### config.mk
export PLATFORM = sky130hd
export DESIGN_NAME = mcsr_regs
export DESIGN_NICKNAME = d
export VERILOG_FILES = /design/src/include/mcsr_pkg.sv /design/src/design/mcsr_regs.sv
export SDC_FILE = /design/constraint.sdc
export NUM_CORES = 1
export LEC_CHECK = 0
export CORE_UTILIZATION = 30
export CTS_BUF_LIST = sky130_fd_sc_hd__clkbuf_2
export DETAILED_ROUTE_END_ITERATION = 6
export DONT_BUFFER_PORTS = 1
export GPL_ROUTABILITY_DRIVEN = 0
export MAX_ROUTING_LAYER = met4
export SYNTH_ARGS = -nofsm -noshare
export SYNTH_HDL_FRONTEND = slang
export SYNTH_SLANG_ARGS = --single-unit
export TNS_END_PERCENT = 50
### constraint.sdc
create_clock -name mclk -period 6.85 [get_ports mclk]
set_clock_uncertainty 0.15 [all_clocks]
set_input_delay 0.3425 -clock mclk [delete_from_list [all_inputs] [get_ports mclk]]
set_output_delay 0.3425 -clock mclk [all_outputs]
set_load 0.01 [all_outputs]
### src/include/mcsr_pkg.sv
// Constants of the meter control and status register group.
// Assumes a host register port on the device clock and event pulses from the same clock domain.
package mcsr_pkg;

   // ********************************************************
   // Register addressing
   // ********************************************************
   localparam int unsigned PAGE_W = 8;
   localparam int unsigned ADDR_W = 6;
   localparam int unsigned DATA_W = 24;
   localparam logic [7:0] PAGE_MAIN = 8'h00;
   localparam logic [7:0] PAGE_CAL = 8'h10;
   localparam logic [5:0] OFF_INTERRUPT_ENABLE_MASK = 6'h03;
   localparam logic [5:0] OFF_PULSE_SOURCE_CONTROL = 6'h09;
   localparam logic [5:0] OFF_EVENT_STATUS = 6'h17;
   localparam logic [5:0] OFF_CONDITION_STATUS = 6'h18;
   localparam logic [5:0] OFF_WRITE_LOCK_CONTROL = 6'h22;
   localparam logic [5:0] OFF_PHASE_SEQUENCE_CONTROL = 6'h30;
   localparam logic [5:0] OFF_CRITICAL_CHECKSUM = 6'h01;

   // ********************************************************
   // Reset values and writable bits
   // ********************************************************
   localparam logic [23:0] RST_INTERRUPT_ENABLE_MASK = 24'h000000;
   localparam logic [23:0] RST_PULSE_SOURCE_CONTROL = 24'h000000;
   localparam logic [23:0] RST_EVENT_STATUS = 24'h800000;
   localparam logic [23:0] RST_CONDITION_STATUS = 24'h801800;
   localparam logic [23:0] CSTAT_FIXED_MASK = 24'h800000;
   localparam logic [23:0] RST_CRITICAL_CHECKSUM = 24'h000000;
   localparam logic [4:0] RST_LOCK_FIELD = 5'h00;
   localparam logic [23:0] EVENT_BITS_MASK = 24'he7fffd;
   localparam logic [23:0] PULSE_BITS_MASK = 24'h000fff;

   // ********************************************************
   // Field positions and codes
   // ********************************************************
   localparam int unsigned SEL_W = 4;
   localparam int unsigned SEL1_LSB = 0;
   localparam int unsigned SEL2_LSB = 4;
   localparam int unsigned SEL3_LSB = 8;
   localparam int unsigned ENGINE_LOCK_LSB = 8;
   localparam int unsigned HOST_LOCK_LSB = 0;
   localparam logic [4:0] LOCK_CODE = 5'h16;
   localparam logic [4:0] UNLOCK_CODE = 5'h09;
   localparam int unsigned PS_CODE_LSB = 0;
   localparam int unsigned PS_DIR_BIT = 5;
   localparam int unsigned PS_COUNT_LSB = 16;
   localparam int unsigned PS_DONE_BIT = 23;
   localparam logic [4:0] PS_START_CODE = 5'b10110;
   localparam int unsigned LAST_CMD_LSB = 8;

   // Event status bit positions.
   localparam int unsigned EV_LOW_RATE = 23;
   localparam int unsigned EV_SAMPLE_RATE = 22;
   localparam int unsigned EV_WATCHDOG = 21;
   localparam int unsigned EV_OVERRUN = 18;
   localparam int unsigned EV_SWELL1 = 16;
   localparam int unsigned EV_POWER_RANGE1 = 14;
   localparam int unsigned EV_CURRENT_RANGE1 = 12;
   localparam int unsigned EV_VOLTAGE_RANGE1 = 10;
   localparam int unsigned EV_OVERCURRENT1 = 8;
   localparam int unsigned EV_SAG1 = 6;
   localparam int unsigned EV_TEMPERATURE = 5;
   localparam int unsigned EV_FREQUENCY = 4;
   localparam int unsigned EV_BAD_COMMAND = 3;
   localparam int unsigned EV_RX_CHECKSUM = 2;
   localparam int unsigned EV_RX_TIMEOUT = 0;

   // Phase sequence detector states, Gray coded along idle, count, done.
   typedef enum logic [1:0] {
      MCSR_PS_IDLE = 2'b00,
      MCSR_PS_COUNT = 2'b01,
      MCSR_PS_DONE = 2'b11,
      MCSR_PS_FAIL = 2'b10
   } mcsr_ps_t;

endpackage

### src/design/mcsr_regs.sv
// Control and status register group of a three-channel energy measurement front end.
// Assumes the serial framing outside decodes commands into single-cycle register accesses
// and that every event input is a one-cycle pulse on mclk.
`timescale 1ns/100ps

module mcsr_regs (
   input wire logic mclk,
   input wire logic reset_n,
   input wire logic host_wr_en,
   input wire logic host_rd_en,
   input wire logic [7:0] host_page,
   input wire logic [5:0] host_addr,
   input wire logic [23:0] host_wr_data,
   output logic [23:0] host_rd_data,
   output logic host_rd_valid,
   output logic host_wr_refused,
   input wire logic cmd_done,
   input wire logic cmd_valid,
   input wire logic [7:0] cmd_code,
   input wire logic cmd_invalid,
   input wire logic low_rate_update,
   input wire logic sample_rate_update,
   input wire logic watchdog_overflow,
   input wire logic processing_overrun,
   input wire logic [1:0] voltage_swell,
   input wire logic [1:0] voltage_sag,
   input wire logic [1:0] current_overcurrent,
   input wire logic [1:0] power_range,
   input wire logic [1:0] current_range,
   input wire logic [1:0] voltage_range,
   input wire logic temperature_update,
   input wire logic frequency_update,
   input wire logic receive_checksum_error,
   input wire logic receive_timeout,
   input wire logic temp_modulator_osc,
   input wire logic voltage_modulator_osc,
   input wire logic current2_modulator_osc,
   input wire logic current1_modulator_osc,
   input wire logic output_word_rate_tick,
   input wire logic zero_cross_rise,
   input wire logic zero_cross_fall,
   output logic [3:0] pulse_source_select1,
   output logic [3:0] pulse_source_select2,
   output logic [3:0] pulse_source_select3,
   output logic engine_lock,
   output logic host_lock,
   output logic interrupt_n
);

   // ********************************************************
   // State
   // ********************************************************
   typedef struct packed {
      logic [23:0] mask;
      logic [23:0] pulse;
      logic [23:0] status;
      logic [7:0] last_cmd;
      logic [3:0] osc;
      logic [4:0] engine_lock_field;
      logic [4:0] host_lock_field;
      logic [4:0] ps_code;
      logic ps_dir;
      mcsr_pkg::mcsr_ps_t ps_state;
      logic [6:0] ps_count;
      logic [23:0] checksum;
      logic [23:0] rd_data;
      logic rd_valid;
      logic irq;
   } mcsr_state_t;

   mcsr_state_t s_q;
   mcsr_state_t s_d;

   logic wr_main;
   logic sel_lock;
   logic sel_status;
   logic sel_cstat;
   logic host_locked;
   logic wr_ok;
   logic [23:0] events;
   logic [23:0] clear_bits;
   logic [23:0] phase_sequence_control_read;
   logic [23:0] lock_read;
   logic [23:0] cstat_read;
   logic stop_edge;

   // ********************************************************
   // Address decode and write permission
   // ********************************************************
   assign wr_main = host_page == mcsr_pkg::PAGE_MAIN;
   assign sel_lock = wr_main && host_addr == mcsr_pkg::OFF_WRITE_LOCK_CONTROL;
   assign sel_status = wr_main && host_addr == mcsr_pkg::OFF_EVENT_STATUS;
   assign sel_cstat = wr_main && host_addr == mcsr_pkg::OFF_CONDITION_STATUS;
   assign host_locked = s_q.host_lock_field == mcsr_pkg::LOCK_CODE;
   assign wr_ok = host_wr_en && (!host_locked || sel_lock || sel_status || sel_cstat);
   assign host_wr_refused = host_wr_en && !wr_ok;

   // ********************************************************
   // Event collection
   // ********************************************************
   always_comb begin
      events = '0;
      events[mcsr_pkg::EV_LOW_RATE] = low_rate_update || cmd_done;
      events[mcsr_pkg::EV_SAMPLE_RATE] = sample_rate_update;
      events[mcsr_pkg::EV_WATCHDOG] = watchdog_overflow;
      events[mcsr_pkg::EV_OVERRUN] = processing_overrun;
      events[mcsr_pkg::EV_SWELL1 +: 2] = voltage_swell;
      events[mcsr_pkg::EV_SAG1 +: 2] = voltage_sag;
      events[mcsr_pkg::EV_OVERCURRENT1 +: 2] = current_overcurrent;
      events[mcsr_pkg::EV_POWER_RANGE1 +: 2] = power_range;
      events[mcsr_pkg::EV_CURRENT_RANGE1 +: 2] = current_range;
      events[mcsr_pkg::EV_VOLTAGE_RANGE1 +: 2] = voltage_range;
      events[mcsr_pkg::EV_TEMPERATURE] = temperature_update;
      events[mcsr_pkg::EV_FREQUENCY] = frequency_update;
      events[mcsr_pkg::EV_BAD_COMMAND] = cmd_invalid;
      events[mcsr_pkg::EV_RX_CHECKSUM] = receive_checksum_error;
      events[mcsr_pkg::EV_RX_TIMEOUT] = receive_timeout;
   end

   assign clear_bits = (wr_ok && sel_status) ? host_wr_data : 24'h000000;
   assign stop_edge = s_q.ps_dir ? zero_cross_fall : zero_cross_rise;

   // ********************************************************
   // Read views
   // ********************************************************
   // reserved bits read zero; condition status bit 23 reads a fixed one
   always_comb begin
      lock_read = '0;
      lock_read[mcsr_pkg::ENGINE_LOCK_LSB +: 5] = s_q.engine_lock_field;
      lock_read[mcsr_pkg::HOST_LOCK_LSB +: 5] = s_q.host_lock_field;
      phase_sequence_control_read = '0;
      phase_sequence_control_read[mcsr_pkg::PS_CODE_LSB +: 5] = s_q.ps_code;
      phase_sequence_control_read[mcsr_pkg::PS_DIR_BIT] = s_q.ps_dir;
      phase_sequence_control_read[mcsr_pkg::PS_COUNT_LSB +: 7] = s_q.ps_count;
      phase_sequence_control_read[mcsr_pkg::PS_DONE_BIT] = s_q.ps_state == mcsr_pkg::MCSR_PS_DONE;
      cstat_read = mcsr_pkg::RST_CONDITION_STATUS & mcsr_pkg::CSTAT_FIXED_MASK;
      cstat_read[mcsr_pkg::LAST_CMD_LSB +: 8] = s_q.last_cmd;
      cstat_read[3:0] = s_q.osc;
   end

   // ********************************************************
   // Next state
   // ********************************************************
   always_comb begin
      s_d = s_q;
      s_d.rd_valid = host_rd_en;

      if (wr_ok && wr_main && host_addr == mcsr_pkg::OFF_INTERRUPT_ENABLE_MASK) begin
         s_d.mask = host_wr_data & mcsr_pkg::EVENT_BITS_MASK;
      end
      if (wr_ok && wr_main && host_addr == mcsr_pkg::OFF_PULSE_SOURCE_CONTROL) begin
         s_d.pulse = host_wr_data & mcsr_pkg::PULSE_BITS_MASK;
      end

      if (wr_ok && sel_lock) begin
         if (host_wr_data[mcsr_pkg::ENGINE_LOCK_LSB +: 5] == mcsr_pkg::LOCK_CODE ||
             host_wr_data[mcsr_pkg::ENGINE_LOCK_LSB +: 5] == mcsr_pkg::UNLOCK_CODE) begin
            s_d.engine_lock_field = host_wr_data[mcsr_pkg::ENGINE_LOCK_LSB +: 5];
         end
         if (host_wr_data[mcsr_pkg::HOST_LOCK_LSB +: 5] == mcsr_pkg::LOCK_CODE ||
             host_wr_data[mcsr_pkg::HOST_LOCK_LSB +: 5] == mcsr_pkg::UNLOCK_CODE) begin
            s_d.host_lock_field = host_wr_data[mcsr_pkg::HOST_LOCK_LSB +: 5];
         end
      end

      s_d.status = ((s_q.status & ~clear_bits) | events) & mcsr_pkg::EVENT_BITS_MASK;

      if (cmd_valid) begin
         s_d.last_cmd = cmd_code;
      end
      s_d.osc = {temp_modulator_osc, voltage_modulator_osc,
                 current2_modulator_osc, current1_modulator_osc};

      unique case (s_q.ps_state)
         mcsr_pkg::MCSR_PS_COUNT: begin
            if (stop_edge) begin
               s_d.ps_state = mcsr_pkg::MCSR_PS_DONE;
            end else if (output_word_rate_tick) begin
               if (&s_q.ps_count) begin
                  s_d.ps_state = mcsr_pkg::MCSR_PS_FAIL;
               end else begin
                  s_d.ps_count = s_q.ps_count + 7'h01;
               end
            end
         end
         mcsr_pkg::MCSR_PS_IDLE,
         mcsr_pkg::MCSR_PS_DONE,
         mcsr_pkg::MCSR_PS_FAIL: begin
         end
      endcase

      if (wr_ok && wr_main && host_addr == mcsr_pkg::OFF_PHASE_SEQUENCE_CONTROL) begin
         s_d.ps_code = host_wr_data[mcsr_pkg::PS_CODE_LSB +: 5];
         s_d.ps_dir = host_wr_data[mcsr_pkg::PS_DIR_BIT];
         if (host_wr_data[mcsr_pkg::PS_CODE_LSB +: 5] == mcsr_pkg::PS_START_CODE) begin
            s_d.ps_state = mcsr_pkg::MCSR_PS_COUNT;
            s_d.ps_count = 7'h00;
         end
      end

      s_d.checksum = s_d.mask + s_d.pulse +
                     {11'h000, s_d.engine_lock_field, 3'h0, s_d.host_lock_field} +
                     {18'h00000, s_d.ps_dir, s_d.ps_code};

      s_d.irq = |(s_d.status & s_d.mask);

      // Reads return the register as it stands before this cycle's write.
      s_d.rd_data = 24'h000000;
      if (host_rd_en) begin
         if (host_page == mcsr_pkg::PAGE_CAL) begin
            if (host_addr == mcsr_pkg::OFF_CRITICAL_CHECKSUM) begin
               s_d.rd_data = s_q.checksum;
            end
         end else if (wr_main) begin
            unique case (host_addr)
               mcsr_pkg::OFF_INTERRUPT_ENABLE_MASK: s_d.rd_data = s_q.mask;
               mcsr_pkg::OFF_PULSE_SOURCE_CONTROL: s_d.rd_data = s_q.pulse;
               mcsr_pkg::OFF_EVENT_STATUS: s_d.rd_data = s_q.status;
               mcsr_pkg::OFF_CONDITION_STATUS: s_d.rd_data = cstat_read;
               mcsr_pkg::OFF_WRITE_LOCK_CONTROL: s_d.rd_data = lock_read;
               mcsr_pkg::OFF_PHASE_SEQUENCE_CONTROL: s_d.rd_data = phase_sequence_control_read;
               default: s_d.rd_data = 24'h000000;
            endcase
         end
      end
   end

   // ********************************************************
   // Registers
   // ********************************************************
   always_ff @(posedge mclk) begin
      if (!reset_n) begin
         s_q.mask <= mcsr_pkg::RST_INTERRUPT_ENABLE_MASK;
         s_q.pulse <= mcsr_pkg::RST_PULSE_SOURCE_CONTROL;
         s_q.status <= mcsr_pkg::RST_EVENT_STATUS;
         s_q.last_cmd <= mcsr_pkg::RST_CONDITION_STATUS[15:8];
         s_q.osc <= mcsr_pkg::RST_CONDITION_STATUS[3:0];
         s_q.engine_lock_field <= mcsr_pkg::RST_LOCK_FIELD;
         s_q.host_lock_field <= mcsr_pkg::RST_LOCK_FIELD;
         s_q.ps_code <= 5'h00;
         s_q.ps_dir <= 1'b0;
         s_q.ps_state <= mcsr_pkg::MCSR_PS_IDLE;
         s_q.ps_count <= 7'h00;
         s_q.checksum <= mcsr_pkg::RST_CRITICAL_CHECKSUM;
         s_q.rd_data <= 24'h000000;
         s_q.rd_valid <= 1'b0;
         s_q.irq <= 1'b0;
      end else begin
         s_q <= s_d;
      end
   end

   // ********************************************************
   // Outputs
   // ********************************************************
   // selected sources drive the generators
   assign pulse_source_select1 = s_q.pulse[mcsr_pkg::SEL1_LSB +: mcsr_pkg::SEL_W];
   assign pulse_source_select2 = s_q.pulse[mcsr_pkg::SEL2_LSB +: mcsr_pkg::SEL_W];
   assign pulse_source_select3 = s_q.pulse[mcsr_pkg::SEL3_LSB +: mcsr_pkg::SEL_W];
   assign engine_lock = s_q.engine_lock_field == mcsr_pkg::LOCK_CODE;
   assign host_lock = host_locked;
   assign host_rd_data = s_q.rd_data;
   assign host_rd_valid = s_q.rd_valid;
   assign interrupt_n = !s_q.irq;

endmodule

; ---- Word level (Yosys, flattened, before mapping)
; Index checks and enable logic that the tools add are counted.
[word_totals]
register_bits = 159
inputBits = 80
output_inout_bits = 41
elab_cells = 83
[classes]
addsub = 4
n_eq_ne = 16
n_mux = 19
n_bitwise = 4
n_reduce_logical = 24
[ops]
columns = op, count
row1 = two-way mux 24 bit, 6
row2 = one-hot mux 24 bit (6 select lines), 1
row3 = AND 24 bit, 2
row4 = two-way mux 9 bit, 3
row5 = adder 24 x 13 -> 24 bit, 1
row6 = adder 24 bit, 1
row7 = adder 24 x 6 -> 24 bit, 1
row8 = inverter 24 bit, 1
row9 = bitwise OR 24 bit, 1
row10 = OR reduction 24 bit, 1
row11 = "== test 5 bit, second input constant", 4
row12 = two-way mux 15 bit, 1
row13 = two-way mux 7 bit, 2
row14 = "== test 6 x 5 -> 1 bit, second input constant", 2
row15 = "== test 6 bit, second input constant", 2
row16 = logical AND 1 bit, 11
row17 = "== test 5 x 4 -> 1 bit, second input constant", 2
row18 = two-way mux 10 bit, 1
row19 = two-way mux 5 bit, 2
row20 = "== test 8 x 5 -> 1 bit, second input constant", 1
row21 = logical NOT 8 bit, 1
row22 = "adder 7 x 1 -> 7 bit, second input constant", 1
row23 = AND reduction 7 bit, 1
row24 = "== test 6 x 1 -> 1 bit, second input constant", 1
row25 = 9 further kinds, 17

; ---- Longest topological paths before layout
[logic_depth]
depth_word = 13
mapped_depth = 20
ltp_nobuf = 19

; ---- Worst setup path before layout
; OpenSTA, ideal clock, no wires.
[synth_path]
path_type = input to register
startpoint = in host_addr[0]
endpoint = reg s_q[49] (netlist name)
setup_time_ns = 0.080
arrival_time_ns = 5.559
required_time_ns = 6.620
path_slack_ns = 1.061
path_stages = 19
n_path_buf = 1
path_cell_list = or4b_1 -> nor3b_1 -> o2111a_1 -> buf_2 -> mux2_2 -> fa_1 -> inv_1 -> fa_1 -> inv_1 -> ha_1 -> fa_1 -> a211o_1 -> a2111o_1 -> and3_1 -> o21ai_1 -> a211oi_1 -> o31a_1 -> o21ai_0 -> nor3b_1
[synth_rtl]
columns = element, line
row1 = "start, declared", mcsr_regs.sv:12  ; input wire logic [5:0] host_addr,
row2 = "end, declared", mcsr_regs.sv:71  ; mcsr_state_t s_q;

==> metrics <==
chip width 167.6 µm; WP data arrival 7.12 ns; Num CTS Buffers 17; grt total ovfl 0; async set-reset flop share out of synthesis 0; share of power burned in registers 0.560; via-per-instance ratio 5.184; 1st-pass router iterations 6; synth warn 0; status completed; worst slew pin tran 1.167 ns; # H-tree levels 4; worst endpoint required time 7.41 ns; Setup crit end kind flop; combinational power share 0.062; largest net degree at the start of global routing 69; RSZ-0062 raised after global routing false; Tmin final 6.558 ns; CTS tree built; PD cells 171.7 nW/µm²; final wirelength 25850 µm; most common cell after layout, fill and taps aside dfxtp_1; port bufs 0; main combinational cell family by area after synthesis simple AND/OR/NAND/NOR gates; wire length of the first global-routing pass 39500 µm; nature of the critical path startpoint input pin; post-DR wirelength/cell 19.52 µm; Post-Synth XOR/XNOR Area 0.02023; Total GRT Usage 0.1927; number of synthesized register bits 156; period utilisation layout 0.9574; clock tree buffer depth 2; NetSw 412.2 µW; share of cells above drive strength 1 0.07645; drt initial violations 661; post-synthesis mux area share 0.07165; number of enable flip-flop cells after synthesis 0; Final HPWL DP 17710 µm; Syn Nets 1060; final net count 1118; CP Max Fanout 9; via count 6864; Clock Latency Late Sink 0.80 ns; Post-DRT Antenna Nets 0; Cell Rows 60; maxcap violations 0; Crit Path Category input pin to flop; LEAKAGE 0.004320 µW; mean post-synth cell area 9.039 µm²; Peak Freq 152.5 MHz; total power 1662 µW; critical path, cell by cell dlygate4sd3_1 -> or4_1 -> dlygate4sd3_1 -> nor2_2 -> buf_4 -> o2111a_1 -> dlygate4sd3_1 -> mux2_1 -> fa_1 -> inv_1 -> fa_1 -> inv_1 -> ha_1 -> fa_1 -> a211o_1 -> a2111o_1 -> and3_1 -> o21ai_2 -> a211oi_1 -> o31a_1 -> o21ai_0 -> nor3b_1; clock root buffer clkbuf_2; Synth Area in Simple Gates 0.1850; Sw Ratio 0.2480; Post-Syn Area 8225 µm²; most frequent cells in the layout 156 x dfxtp_1, 112 x nor2_1, 98 x dlygate4sd3_1; Critical Path Slowest Stage Cell dlygate4sd3_1; most common flop cell mapped by yosys dfxtp_1; DRC 0; post-synthesis sequential area ratio 0.3797; Num Clock Sinks 156; vias in the first global route 6933; die area 28080 µm²; Internal Pwr Total 1250 µW; Clock power frac 0.378; Setup TNS 0 ns; Netlist cell types 62; Worst path max stage delay 0.60 ns; Max-slew headroom 0.2218; Initial Utilization 0.3052; Core ar. 26950 µm²; class of the worst hold path input pin to flop; Die H 167.6 µm; initial antenna violation count 2; Final Hold Fails 0; Synth Area in Compound Gates 0.1457; endpoints failing setup 0; Mapped Cells 910; Worst-path clk slew 0.22 ns; Synth Area in Adders 0.1211; Area Growth Syn to Fin 17.68%; Slew Limit Fails 0; peak supply drop 0.1110 mV; Top-Level Pins 121
what timing repair did:
item                                   4_1_cts  5_1_grt
resized for setup                            0        2
endpoints found under the hold margin      141        1
setup buffers                                0        0
setup endpoints to repair                    0        1
hold buffers                                98        1
power by group through the flow:
stage	logic [µW]	registers, µW	clock network [µW]
after floorplan	34.7	945	0
after global placement	43.1	947	0
after detailed placement	43.7	948	0
after CTS	101	931	644
after global routing	110	933	688
final	103	930	629
area by class of cell:
| class | count | area (µm²) |
|---|---|---|
| antenna | 2 | 5.005 |
| clock buffer | 17 | 85.08 |
| clock inverter | 15 | 220.2 |
| fill | 2745 | 17270 |
| inverter | 50 | 187.7 |
| multi-input combinational | 628 | 4511 |
| sequential | 156 | 3123 |
| tap | 341 | 426.7 |
| timing repair buffer | 115 | 1121 |
synth_stat cells, types with 16 or more instances:
cell type  instances  area share
a21oi_1           82       0.050
a222oi_1          26       0.032
and2_1            53       0.040
buf_4             38       0.035
clkbuf_1          31       0.014
dfxtp_1          156        0.38
fa_1              16       0.039
ha_1              54       0.082
inv_1             50       0.023
mux2i_1           30       0.037
nand2_1           59       0.027
nor2_1           114       0.052
state kept, by name, summed over array words and instances (netlist names):
| signal | cells |
|---|---|
| cstat_read | 12 |
| host_rd_data | 24 |
| host_rd_valid | 1 |
| lock_read | 10 |
| phase_sequence_control_read | 13 |
| pulse_source_select1 | 4 |
| pulse_source_select2 | 4 |
| pulse_source_select3 | 4 |
| s_q | 84 |
worst paths after layout:
| kind | cells past startpoint | slack [ns] | endpoint | startpoint |
|---|---|---|---|---|
| hold reg to reg | 2 | 0.34 | host_rd_data[1]$_SDFF_PN0_ | s_q[27]$_SDFF_PN0_ |
| setup reg to reg | 19 | 0.42 | s_q[49]$_SDFF_PN0_ | lock_read[1]$_SDFF_PN0_ |
| setup / recovery | 22 | 0.29 | s_q[49]$_SDFF_PN0_ | host_page[0] |
| hold / removal | 2 | 0.06 | cstat_read[3]$_SDFF_PN0_ | temp_modulator_osc |
per-stage QoR:
step / cell area [µm²] / util / hold WS (ns) / setup slack (ns) / cells
finish: 9679 / 0.3591 / 0.06381 / 0.2920 / 1324
global route: 9679 / 0.3591 / 0.01088 / 0.02351 / 1324
CTS: 9658 / 0.3584 / 0.0007496 / 0.2307 / 1321
detailed placement: 8362 / 0.3103 / 0.2658 / 0.5865 / 1191
global placement: 8362 / 0.3103 / 0.2769 / 0.6782 / 1191
floorplan: 8225 / - / 0.2814 / 1.061 / 910
layer usage:
metal  part of all wire  track usage  up-vias
li1                   -            -     3278
met1               0.44       0.2394     3299
met2               0.46       0.2989      253
met3              0.084      0.05578       34
met4              0.019      0.06223        0
met5                  0            -        -
critical path: cells and delay by family:
family                   cells  cell delay (ns)
buffers and inverters        6             2.01
AO/OA/AOI/OAI                7             1.71
adder cells (fa/ha/maj)      4             1.71
AND/OR/NAND/NOR              4             0.95
multiplexers                 1             0.38
cell families after synthesis:
| group | count (synthesis) |
|---|---|
| AO/OA/AOI/OAI | 178 |
| flip-flops | 156 |
| AND/OR/NAND/NOR | 306 |
| XOR/XNOR | 19 |
| multiplexers | 55 |
| adder cells (fa/ha/maj) | 70 |
| buffers and inverters | 126 |
(Power assumes the default switching activity.)
